==> config.mk <==
export PLATFORM = sky130hd
export DESIGN_NAME = sadc_host_flat
export DESIGN_NICKNAME = d
export VERILOG_FILES = /design/src/hw/sadc_pkg.sv /design/src/hw/sadc_if.sv /design/src/hw/sadc_host.sv /design/src/flat_wrapper.sv
export SDC_FILE = /design/constraint.sdc
export NUM_CORES = 1
export LEC_CHECK = 0
export ABC_AREA = 1
export BUFFER_PORTS_ARGS = -buffer_cell sky130_fd_sc_hd__buf_2
export CAP_MARGIN = 20
export CORE_UTILIZATION = 40
export DETAILED_ROUTE_END_ITERATION = 8
export GPL_TIMING_DRIVEN = 0
export SLEW_MARGIN = 5
export SYNTH_ARGS = -nofsm -noshare
export SYNTH_HDL_FRONTEND = slang
export SYNTH_SLANG_ARGS = --single-unit
==> constraint.sdc <==
create_clock -name clk -period 2.6 [get_ports clk]
set_clock_uncertainty 0.1 [all_clocks]
set_input_delay 0.52 -clock clk [delete_from_list [all_inputs] [get_ports clk]]
set_output_delay 0.52 -clock clk [all_outputs]
set_load 0.1 [all_outputs]
==> src/hw/sadc_pkg.sv <==
package sadc_pkg;
    // local clock
    localparam int CLK_PERIOD_NS     = 40;
    // word layout: sign plus fourteen magnitude bits, two's complement
    localparam int WORD_BITS         = 15;
    localparam int WORD_MSB          = WORD_BITS - 1;
    // conversion time, least, rounded up
    localparam int CONV_TIME_NS      = 220;
    localparam int CONV_CYC          = (CONV_TIME_NS + CLK_PERIOD_NS - 1) / CLK_PERIOD_NS;
    // shift quiet time after start fall, least, rounded up
    localparam int SHIFT_QUIET_AFTER_START_NS = 220;
    localparam int QUIET_CYC         = (SHIFT_QUIET_AFTER_START_NS + CLK_PERIOD_NS - 1) / CLK_PERIOD_NS;
    // drive and release delays, longest, rounded down, floor of one cycle
    localparam int OUTPUT_DRIVE_DELAY_NS   = 5;
    localparam int DRIVE_CYC         = (OUTPUT_DRIVE_DELAY_NS / CLK_PERIOD_NS < 1) ? 1 :
                                       OUTPUT_DRIVE_DELAY_NS / CLK_PERIOD_NS;
    localparam int OUTPUT_RELEASE_DELAY_NS = 5;
    localparam int RELEASE_CYC       = (OUTPUT_RELEASE_DELAY_NS / CLK_PERIOD_NS < 1) ? 1 :
                                       OUTPUT_RELEASE_DELAY_NS / CLK_PERIOD_NS;
    // last shift fall to start rise, least
    localparam int LAST_SHIFT_TO_START_HIGH_NS = 0;
    localparam int LAST_CYC          = (LAST_SHIFT_TO_START_HIGH_NS + CLK_PERIOD_NS - 1) / CLK_PERIOD_NS < 1 ? 1 :
                                       (LAST_SHIFT_TO_START_HIGH_NS + CLK_PERIOD_NS - 1) / CLK_PERIOD_NS;
    // start high time, least
    localparam int CNV_HIGH_NS       = 30;
    localparam int CNV_HIGH_CYC      = (CNV_HIGH_NS + CLK_PERIOD_NS - 1) / CLK_PERIOD_NS;
    // shift clock: least period in ps, and the host's half period in cycles
    localparam int SCK_PERIOD_MIN_PS = 15600;
    localparam int SCK_HALF_CYC      = 4;
    // extra quiet cycles that cover both synchronisers
    localparam int LINK_MARGIN_CYC   = 4;
    // host side buffer depth
    localparam int FIFO_DEPTH        = 16;
    // mode select codes
    localparam logic [1:0] MODE_CMOS    = 2'h0;
    localparam logic [1:0] MODE_LVDS    = 2'h1;
    localparam logic [1:0] MODE_LP_LVDS = 2'h2;
    // reset values of link pins
    localparam logic CNV_IDLE         = 1'h1;
    localparam logic SCK_IDLE         = 1'h0;
    // state sets
    typedef enum logic [1:0] {D_IDLE, D_CONV, D_SHIFT} sadc_dev_st_e;
    typedef enum logic [1:0] {H_IDLE, H_QUIET, H_SHIFT, H_HIGH} sadc_host_st_e;
endpackage

==> src/hw/sadc_if.sv <==
`timescale 1ns/1ps
// serial readout link between converter and reader
interface sadc_if;
    logic       convert_start_n;  // active low start, from host
    logic       sck_p;            // shift clock, positive
    logic       sck_n;            // shift clock, negative
    logic       sck_n_oe;         // host drives sck_n
    logic       sdo_p;            // serial data, positive
    logic       sdo_p_oe;         // device drives sdo_p
    logic       sdo_n;            // serial data, negative
    logic       sdo_n_oe;         // device drives sdo_n
    logic [1:0] io_mode;          // strap, tied by the board

    modport dev (
        input  convert_start_n,
        input  sck_p,
        input  sck_n,
        input  io_mode,
        output sdo_p,
        output sdo_p_oe,
        output sdo_n,
        output sdo_n_oe
    );

    modport host (
        output convert_start_n,
        output sck_p,
        output sck_n,
        output sck_n_oe,
        input  sdo_p,
        input  sdo_p_oe,
        input  sdo_n,
        input  sdo_n_oe,
        input  io_mode
    );
endinterface

==> src/hw/sadc_host.sv <==
`timescale 1ns/1ps
// word buffer; depth must be a power of two
module sadc_fifo #(
    parameter int WIDTH = 15,  // word width
    parameter int DEPTH = 16   // words held
) (
    input  wire logic             clk,
    input  wire logic             resetn,
    input  wire logic             in_valid,
    output logic                  in_ready,
    input  wire logic [WIDTH-1:0] in_data,
    output logic                  out_valid,
    input  wire logic             out_ready,
    output logic [WIDTH-1:0]      out_data
);
    localparam int AW = $clog2(DEPTH);

    // pointers carry one wrap bit to tell full from empty
    typedef struct packed {
        logic [AW:0] wp;  // write pointer
        logic [AW:0] rp;  // read pointer
    } sadc_fifo_s;

    sadc_fifo_s       r_reg;          // pointers
    sadc_fifo_s       r_next;         // next pointers
    logic [WIDTH-1:0] mem [DEPTH];    // storage
    logic             wr;             // write taken
    logic             rd;             // read taken

    assign out_valid = (r_reg.wp != r_reg.rp);
    assign in_ready  = !((r_reg.wp[AW] != r_reg.rp[AW]) && (r_reg.wp[AW-1:0] == r_reg.rp[AW-1:0]));
    assign wr        = in_valid & in_ready;
    assign rd        = out_valid & out_ready;
    assign out_data  = mem[r_reg.rp[AW-1:0]];

    // pointer update; a write and a read in one cycle move both pointers
    always_comb begin
        r_next = r_reg;
        if (wr) begin
            r_next.wp = r_reg.wp + 1'b1;
        end
        if (rd) begin
            r_next.rp = r_reg.rp + 1'b1;
        end
    end

    // pointer register; reset empties the buffer
    always_ff @(posedge clk or negedge resetn) begin
        if (!resetn) begin
            r_reg <= '0;
        end else begin
            r_reg <= r_next;
        end
    end

    // storage needs no reset, reads are gated by out_valid
    always_ff @(posedge clk) begin
        if (wr) begin
            mem[r_reg.wp[AW-1:0]] <= in_data;
        end
    end
endmodule

// reader end: starts conversions, makes the shift clock, collects words
module sadc_host
    import sadc_pkg::*;
#(
    parameter int SCK_HALF   = SCK_HALF_CYC,               // half shift period in cycles
    parameter int QUIET      = QUIET_CYC + LINK_MARGIN_CYC, // wait before first edge
    parameter int DEPTH      = FIFO_DEPTH                   // buffered words
) (
    sadc_if.host                       link,  // reader side of the link
    input  wire logic                  clk,
    input  wire logic                  resetn,
    input  wire logic                  start,
    output logic                       busy,
    output logic                       word_valid,
    input  wire logic                  word_ready,
    output logic [WORD_BITS-1:0]       word_data
);
    // all state of the reader end
    typedef struct packed {
        sadc_host_st_e        st;       // phase
        logic [7:0]           cnt;      // phase countdown
        logic [3:0]           bitn;     // bits still to take
        logic                 sck;      // shift clock level
        logic                 cnv_n;    // start pin level
        logic [WORD_BITS-1:0] word;     // assembled word
        logic                 push;     // word ready for buffer
        logic                 sdo_s1;   // data pin, first stage
        logic                 sdo_s2;   // data pin, second stage
        logic [1:0]           mode_s1;  // strap, first stage
        logic [1:0]           mode_s2;  // strap, second stage
    } sadc_host_s;

    sadc_host_s r_reg;     // registered state
    sadc_host_s r_next;    // next state
    logic       room;      // buffer can take a word

    // next state
    always_comb begin
        r_next         = r_reg;
        r_next.sdo_s1  = link.sdo_p;
        r_next.sdo_s2  = r_reg.sdo_s1;
        r_next.mode_s1 = link.io_mode;
        r_next.mode_s2 = r_reg.mode_s1;
        r_next.push    = 1'b0;
        case (r_reg.st)
            H_IDLE: begin
                // no start without room: a full buffer stalls the link
                if (start && room && !r_reg.push) begin
                    r_next.st    = H_QUIET;
                    r_next.cnv_n = 1'b0;
                    r_next.cnt   = 8'(QUIET - 1);
                end
            end
            H_QUIET: begin
                // clock held still while the converter works
                if (r_reg.cnt == 8'h0) begin
                    r_next.st   = H_SHIFT;
                    r_next.sck  = 1'b1;
                    r_next.cnt  = 8'(SCK_HALF - 1);
                    r_next.bitn = 4'(WORD_BITS - 1);
                end else begin
                    r_next.cnt = r_reg.cnt - 8'h1;
                end
            end
            H_SHIFT: begin
                if (r_reg.cnt == 8'h0) begin
                    r_next.cnt = 8'(SCK_HALF - 1);
                    r_next.sck = ~r_reg.sck;
                    if (r_reg.sck) begin
                        // taking the bit as the clock falls
                        r_next.word = {r_reg.word[WORD_MSB-1:0], r_reg.sdo_s2};
                        if (r_reg.bitn == 4'h0) begin
                            // start rises on the last fall, never before
                            r_next.st    = H_HIGH;
                            r_next.cnv_n = 1'b1;
                            r_next.push  = 1'b1;
                            r_next.cnt   = 8'(CNV_HIGH_CYC - 1);
                        end else begin
                            r_next.bitn = r_reg.bitn - 4'h1;
                        end
                    end
                end else begin
                    r_next.cnt = r_reg.cnt - 8'h1;
                end
            end
            H_HIGH: begin
                // start high time before the next conversion
                if (r_reg.cnt == 8'h0) begin
                    r_next.st = H_IDLE;
                end else begin
                    r_next.cnt = r_reg.cnt - 8'h1;
                end
            end
            default: r_next.st = H_IDLE;
        endcase
    end

    // state register; the link idles with start high and clock low
    always_ff @(posedge clk or negedge resetn) begin
        if (!resetn) begin
            r_reg.st      <= H_IDLE;
            r_reg.cnt     <= 8'h0;
            r_reg.bitn    <= 4'h0;
            r_reg.sck     <= SCK_IDLE;
            r_reg.cnv_n   <= CNV_IDLE;
            r_reg.word    <= '0;
            r_reg.push    <= 1'b0;
            r_reg.sdo_s1  <= 1'b0;
            r_reg.sdo_s2  <= 1'b0;
            r_reg.mode_s1 <= MODE_CMOS;
            r_reg.mode_s2 <= MODE_CMOS;
        end else begin
            r_reg <= r_next;
        end
    end

    // pins; cmos leaves the negative clock undriven
    assign link.convert_start_n = r_reg.cnv_n;
    assign link.sck_p           = r_reg.sck;
    assign link.sck_n           = ~r_reg.sck;
    assign link.sck_n_oe        = (r_reg.mode_s2 != MODE_CMOS);
    assign busy                 = (r_reg.st != H_IDLE) | r_reg.push;

    sadc_fifo #(
        .WIDTH(WORD_BITS),
        .DEPTH(DEPTH)
    ) sadc_fifo_inst (
        .clk      (clk),
        .resetn   (resetn),
        .in_valid (r_reg.push),
        .in_ready (room),
        .in_data  (r_reg.word),
        .out_valid(word_valid),
        .out_ready(word_ready),
        .out_data (word_data)
    );
endmodule

==> src/flat_wrapper.sv <==
// flat-port wrapper written by rule: the top's interface ports become plain ports
module sadc_host_flat import sadc_pkg::*;
#(
    parameter int SCK_HALF   = SCK_HALF_CYC,                                             
    parameter int QUIET      = QUIET_CYC + LINK_MARGIN_CYC,                          
    parameter int DEPTH      = FIFO_DEPTH                                    
)
  (clk, resetn, start, busy, word_valid, word_ready, word_data, link_convert_start_n, link_sck_p, link_sck_n, link_sck_n_oe, link_sdo_p, link_sdo_p_oe, link_sdo_n, link_sdo_n_oe, link_io_mode);
  sadc_if link_i ();
  input  wire logic clk;
  input  wire logic resetn;
  input  wire logic start;
  output logic busy;
  output logic word_valid;
  input  wire logic word_ready;
  output logic [WORD_BITS-1:0] word_data;
  output wire logic [$bits(link_i.convert_start_n)-1:0] link_convert_start_n;
  output wire logic [$bits(link_i.sck_p)-1:0] link_sck_p;
  output wire logic [$bits(link_i.sck_n)-1:0] link_sck_n;
  output wire logic [$bits(link_i.sck_n_oe)-1:0] link_sck_n_oe;
  input wire logic [$bits(link_i.sdo_p)-1:0] link_sdo_p;
  input wire logic [$bits(link_i.sdo_p_oe)-1:0] link_sdo_p_oe;
  input wire logic [$bits(link_i.sdo_n)-1:0] link_sdo_n;
  input wire logic [$bits(link_i.sdo_n_oe)-1:0] link_sdo_n_oe;
  input wire logic [$bits(link_i.io_mode)-1:0] link_io_mode;
  assign link_convert_start_n = link_i.convert_start_n;
  assign link_sck_p = link_i.sck_p;
  assign link_sck_n = link_i.sck_n;
  assign link_sck_n_oe = link_i.sck_n_oe;
  assign link_i.sdo_p = link_sdo_p;
  assign link_i.sdo_p_oe = link_sdo_p_oe;
  assign link_i.sdo_n = link_sdo_n;
  assign link_i.sdo_n_oe = link_sdo_n_oe;
  assign link_i.io_mode = link_io_mode;
  sadc_host #(.SCK_HALF(SCK_HALF), .QUIET(QUIET), .DEPTH(DEPTH)) u_core (.link(link_i), .clk(clk), .resetn(resetn), .start(start), .busy(busy), .word_valid(word_valid), .word_ready(word_ready), .word_data(word_data));
endmodule
---- After elaboration in Yosys (flattened, before gate mapping) ----
Memories as Yosys holds them, arrays and structs flattened.
Cells that the tools add are included.
storage, ports and cells
  flip-flop bits (word level) ............. 48
  memory bits (writable) .................. 240
  bits of input ports ..................... 10
  word-level logic and storage cells ...... 76
  memories kept ........................... 1
operators by class
  add/sub/neg operators ................... 4
  eq/ne operators ......................... 14
  muxes and demuxes ....................... 22
  bitwise gates (word level) .............. 4
  reductions and logical operators ........ 18
memories
  memory                     depth  bits a word  rd ports  clocked after memory_dff  write ports  RTL line         source
  u_core.sadc_fifo_inst.mem  16     15           1         0                         1            sadc_host.sv:26  logic [WIDTH-1:0] mem [DEPTH];
operators by type and width
  operator               number
  $pmux W10 S4           1
  $mux W8                3
  $mux W22               1
  $mux W10               2
  $mux W17               1
  $mux W14               1
  $ne A2 B1 Y1 const B   6
  $add A5 B1 Y5 const B  2
  $pmux W5 S2            1
  $reduce_and A5 Y1      2
  $logic_not A8 Y1       1
  $reduce_bool A2 Y1     4
  $sub A8 B1 Y8 const B  1
  $mux W1                6
  $mux W2                3
  $reduce_and A3 Y1      2
  $reduce_and A6 Y1      1
  $mux W5                1
  $ne A5 B5 Y1           1
  $eq A2 B2 Y1 const B   2
  $eq A4 B4 Y1           1
  $logic_not A4 Y1       1
  $mux W4                1
  $ne A2 B2 Y1 const B   2
  11 further kinds       15

---- Logic depth before layout (Yosys ltp) ----
  depth in word-level cells ............... 7
  depth in mapped cells ................... 11
  depth with buffers taken out ............ 10

---- Cells and area by module ----
From an unflattened synthesis, not the netlist that was laid out.
second synthesis, totals
  cells, all modules ...................... 1159
  area, all modules ....................... 12254.3 µm²
modules (own cells, without submodules)
  module     instances  cells each  area an instance (µm²)  sequential area each (µm²)
  sadc_fifo  1          937         10391.2                 7457.2
  sadc_host  1          222         1863.0                  952.2

---- Worst setup path before layout ----
Ideal clock, no wire load.
  kind .................................... register to output
  start ................................... register u_core.sadc_fifo_inst.r_reg[0] (netlist name)
  end ..................................... output word_data[10]
  arrival time ............................ 1.953 ns
  required time ........................... 1.980 ns
  path slack .............................. 0.027 ns
  stages on the path, launching flop included .. 8
  path buffers ............................ 2
  path through ............................ dfrtp_1 -> inv_2 -> buf_6 -> clkbuf_1 -> nor2_1 -> o22ai_1 -> nand2_1 -> nand3_1
between the ends
  cells in the longest elaborated chain, start to end .. 1
RTL lines
  item                      RTL line            source
  start: declaration        sadc_host.sv:24     sadc_fifo_s r_reg;
  start signal: assignment  sadc_host.sv:52     r_reg <= r_next;
  $mem_v2 Z16 W15           --
  end: declaration          flat_wrapper.sv:16  output logic [WORD_BITS-1:0] word_data;
Every way passes these cells.

---- Worst setup path after layout ----
  start ................................... register u_core.sadc_fifo_inst.r_reg[0] (netlist name)
  end ..................................... output word_data[5]
The elaborated chain is that of the path after synthesis.

==> flow_summary_export.csv <==
group,metric,value,unit
run_status,outcome,"complete, but fails checks",
run_status,violations,"setup timing",
clock_network,cts.sinks,288,
finish,area_growth,22.5,%
critical_path,start_kind,"flop",
placed_design,place_inst,1414,
timing,layout_worst_path_cycle_share,1.20,
grt,grt_max_degree,27,
finish,finalNetCount,1106,
timing,hold_violations,0,
floorplan,io_pins,31,
timing,setup_slack,-0.527,ns
drt,wl,31100,microns
drt,routedWlPerCell,20.8,microns
power,peakVddDrop,1.08,mV
grt,gr-usage-all-layers,0.205,
finish,fin_area,14600,sq um
power,p_leak,5.04,nW
run,maxCapViolCount,0,
placed_design,portBuffers,27,
placed_design,dp_hpwl,19500,microns
synth,async_flop_share,0.167,
floorplan,core,29000,sq um
min_path,hold_path.class,"flop to flop",
synth,yosysMostFrequentCell,"edfxtp_1",
synth,synthTopCellsByArea,"edfxtp_1 (61%), dfrtp_1 (9.9%), o21ai_0 (5.5%)",
floorplan,fp.dieW,174,microns
critical_path,crit_path_max_incr_delay,0.50,ns
critical_path,critPathArrivalTime,2.51,ns
timing,slew_viol_final,0,
drt,vias_per_cell,5.43,
finish,largest_reg_flops,240,
grt,antenna_found_initial,1,
synth,synth_commonest_cells,"edfxtp_1 (240), nor2_1 (172), nand2_1 (138)",
timing,relSlewSlack,0.349,
drt,drt_iter0_drc,861,
clock_network,cts_tree,"yes",
finish,n_antenna_cell,0,
floorplan,die-area,30400,sq um
critical_path,cp_max_fo,6,
floorplan,start_util,0.410,
synth,synth_area_per_cell,12.0,sq um
drt,drc,0,
finish,final_cells,1496,
finish,final_layout_size_suffix_gt1_frac,0.197,
synth,synth_cells,994,
timing,setup_viol,16,
synth,ys_types,39,
drt,first_pass_iters,5,
clock_network,cts_buffers,29,
timing,post-route-min-period,3.13,ns
floorplan,die_height,174,microns
critical_path,crit_path_cell_trace,"buf_8, buf_8, nor2_4, nor2_1, o21ai_1, o21ai_1, o211ai_1, nand3_1, buf_12",
timing,tightestPinTransition,0.975,ns
grt,grt_first_pass_wirelength,46700,microns
clock_network,cts_htree_levels,1,
grt,grt.overflow.total,0,
floorplan,rows,62,
critical_path,worstPathRequired,1.98,ns
placed_design,post-place-ws,-0.346,ns
critical_path,cpMaxStageDelayCell,"dfrtp_2",
synth,synth_area,11900,sq um
placed_design,gp_congestion,0.848,
clock_network,cts-root-buf,"clkbuf_16",
drt,via_count,8119,
synth,dominantRegCellSynth,"edfxtp_1",
grt,first_global_vias,7757,
critical_path,crit_type,"flop to primary output",
power,p_per_area,1110,nW/um^2
synth,synth_top_area_frac,0.606,
clock_network,clockBufferDepth,3,
timing,fin_tns_setup,-6.60,ns
synth,synth.ff_latch_count,288,
drt,ant_nets,0,
synth,synth_top_cell_by_area,"edfxtp_1",
clock_network,path_clk_slew,0.06,ns
critical_path,end_kind,"primary output",
clock_network,clock_latency,0.55,ns
timing,fmax,320,MHz
timing,rsz0062_at_grt,"yes",
synth,yosysSeqAreaShare,0.707,
synth,synth_edf_count,240,
power,finalPower,16.2,mW
placed_design,dpl-instance-area,12700,sq um
synth,ys_warn_count,0,
synth,synth_nets,1011,
cells in the final DEF, fill, tap and decap left out, types with 9 or more instances in the layout:
master,netlist,layout
buf_12,0,25
nor2_4,3,19
buf_8,0,9
nand4_1,13,13
o21ai_1,7,24
clkbuf_1,30,10
nand2_1,138,137
clkbuf_16,0,29
clkbuf_2,0,15
edfxtp_1,240,240
buf_4,4,21
inv_1,27,27
nor2_1,172,148
buf_2,10,15
buf_6,4,9
nand3_2,0,11
xor2_1,11,11
nand3_1,45,33
o221ai_1,12,12
o21ai_0,130,113
nor2_2,2,10
dfrtp_1,47,46
o211ai_1,19,19
o22ai_1,30,28
report_power, final:
group	leakage [nW]	internal [mW]	total [mW]	switching, mW
clock network	0.430	2.21	3.92	1.71
registers	2.43	5.01	5.10	0.0890
logic	2.18	2.43	7.16	4.73
total	5.04	9.65	16.2	6.53
area by class of cell:
type / instances / area, sq um
inverters: 36 / 148
fillers: 2524 / 14400
well taps: 384 / 480
multi-input cells: 621 / 3330
clock inverters: 13 / 93.8
repair buffers: 65 / 902
flip-flops and latches: 288 / 8410
clock buffers: 41 / 791
plain buffers: 48 / 408
stage by stage:
step                utilization  hold slack (ns)
floorplan                     -            0.124
global placement          0.431            0.232
detailed placement        0.437            0.236
CTS                       0.492            0.204
global route              0.502            0.235
finish                    0.502            0.247
logic make-up after synthesis:
| kind of cell | synth area share |
|---|---|
| flops | 0.707 |
| xor+xnor | 0.0102 |
| buf+inv | 0.0321 |
| compound gates | 0.100 |
| simple gates | 0.143 |
| fa+ha+maj | 0.00736 |
worst max-delay path: cells and delay by family, from the launching register on:
family | cells | cell delay (ns)
compound gates | 3 | 0.55
buf+inv | 3 | 0.57
flops | 1 | 0.50
simple gates | 3 | 0.33
path summary, 6_finish.rpt:
kind                                                 from                              end  slack [ns]  depth (start not counted)
setup / recovery           u_core.sadc_fifo_inst.r_reg[0]                     word_data[5]       -0.53                          9
hold / removal                           u_core.r_next[4]                  u_core.r_reg[4]        0.25                          0
min in group asynchronous                          resetn   u_core.sadc_fifo_inst.r_reg[3]        0.42                          2
hold reg to reg                          u_core.r_next[4]                  u_core.r_reg[4]        0.25                          0
setup reg to reg           u_core.sadc_fifo_inst.r_reg[0]  u_core.sadc_fifo_inst.mem[0][7]        0.10                         11
max in group asynchronous                          resetn      u_core.link.convert_start_n        1.36                          3
repair_timing:
action / 4_1_cts / 5_1_grt
gates cloned: 4 / 0
setup buffers: 7 / 14
setup endpoints to repair: 116 / 166
hold endpoints to repair: 25 / 0
gates resized for setup: 169 / 37
hold buffers: 4 / 0
pin swaps: 30 / 35
routing by layer:
metal	vias up	global-route usage	wire [microns]
li1	3745	-	-
met1	3981	0.302	13700
met2	332	0.317	14200
met3	61	0.0241	2290
met4	0	0.0610	1010
met5	-	0	0
No activity file was read; power rests on OpenSTA's default activity.
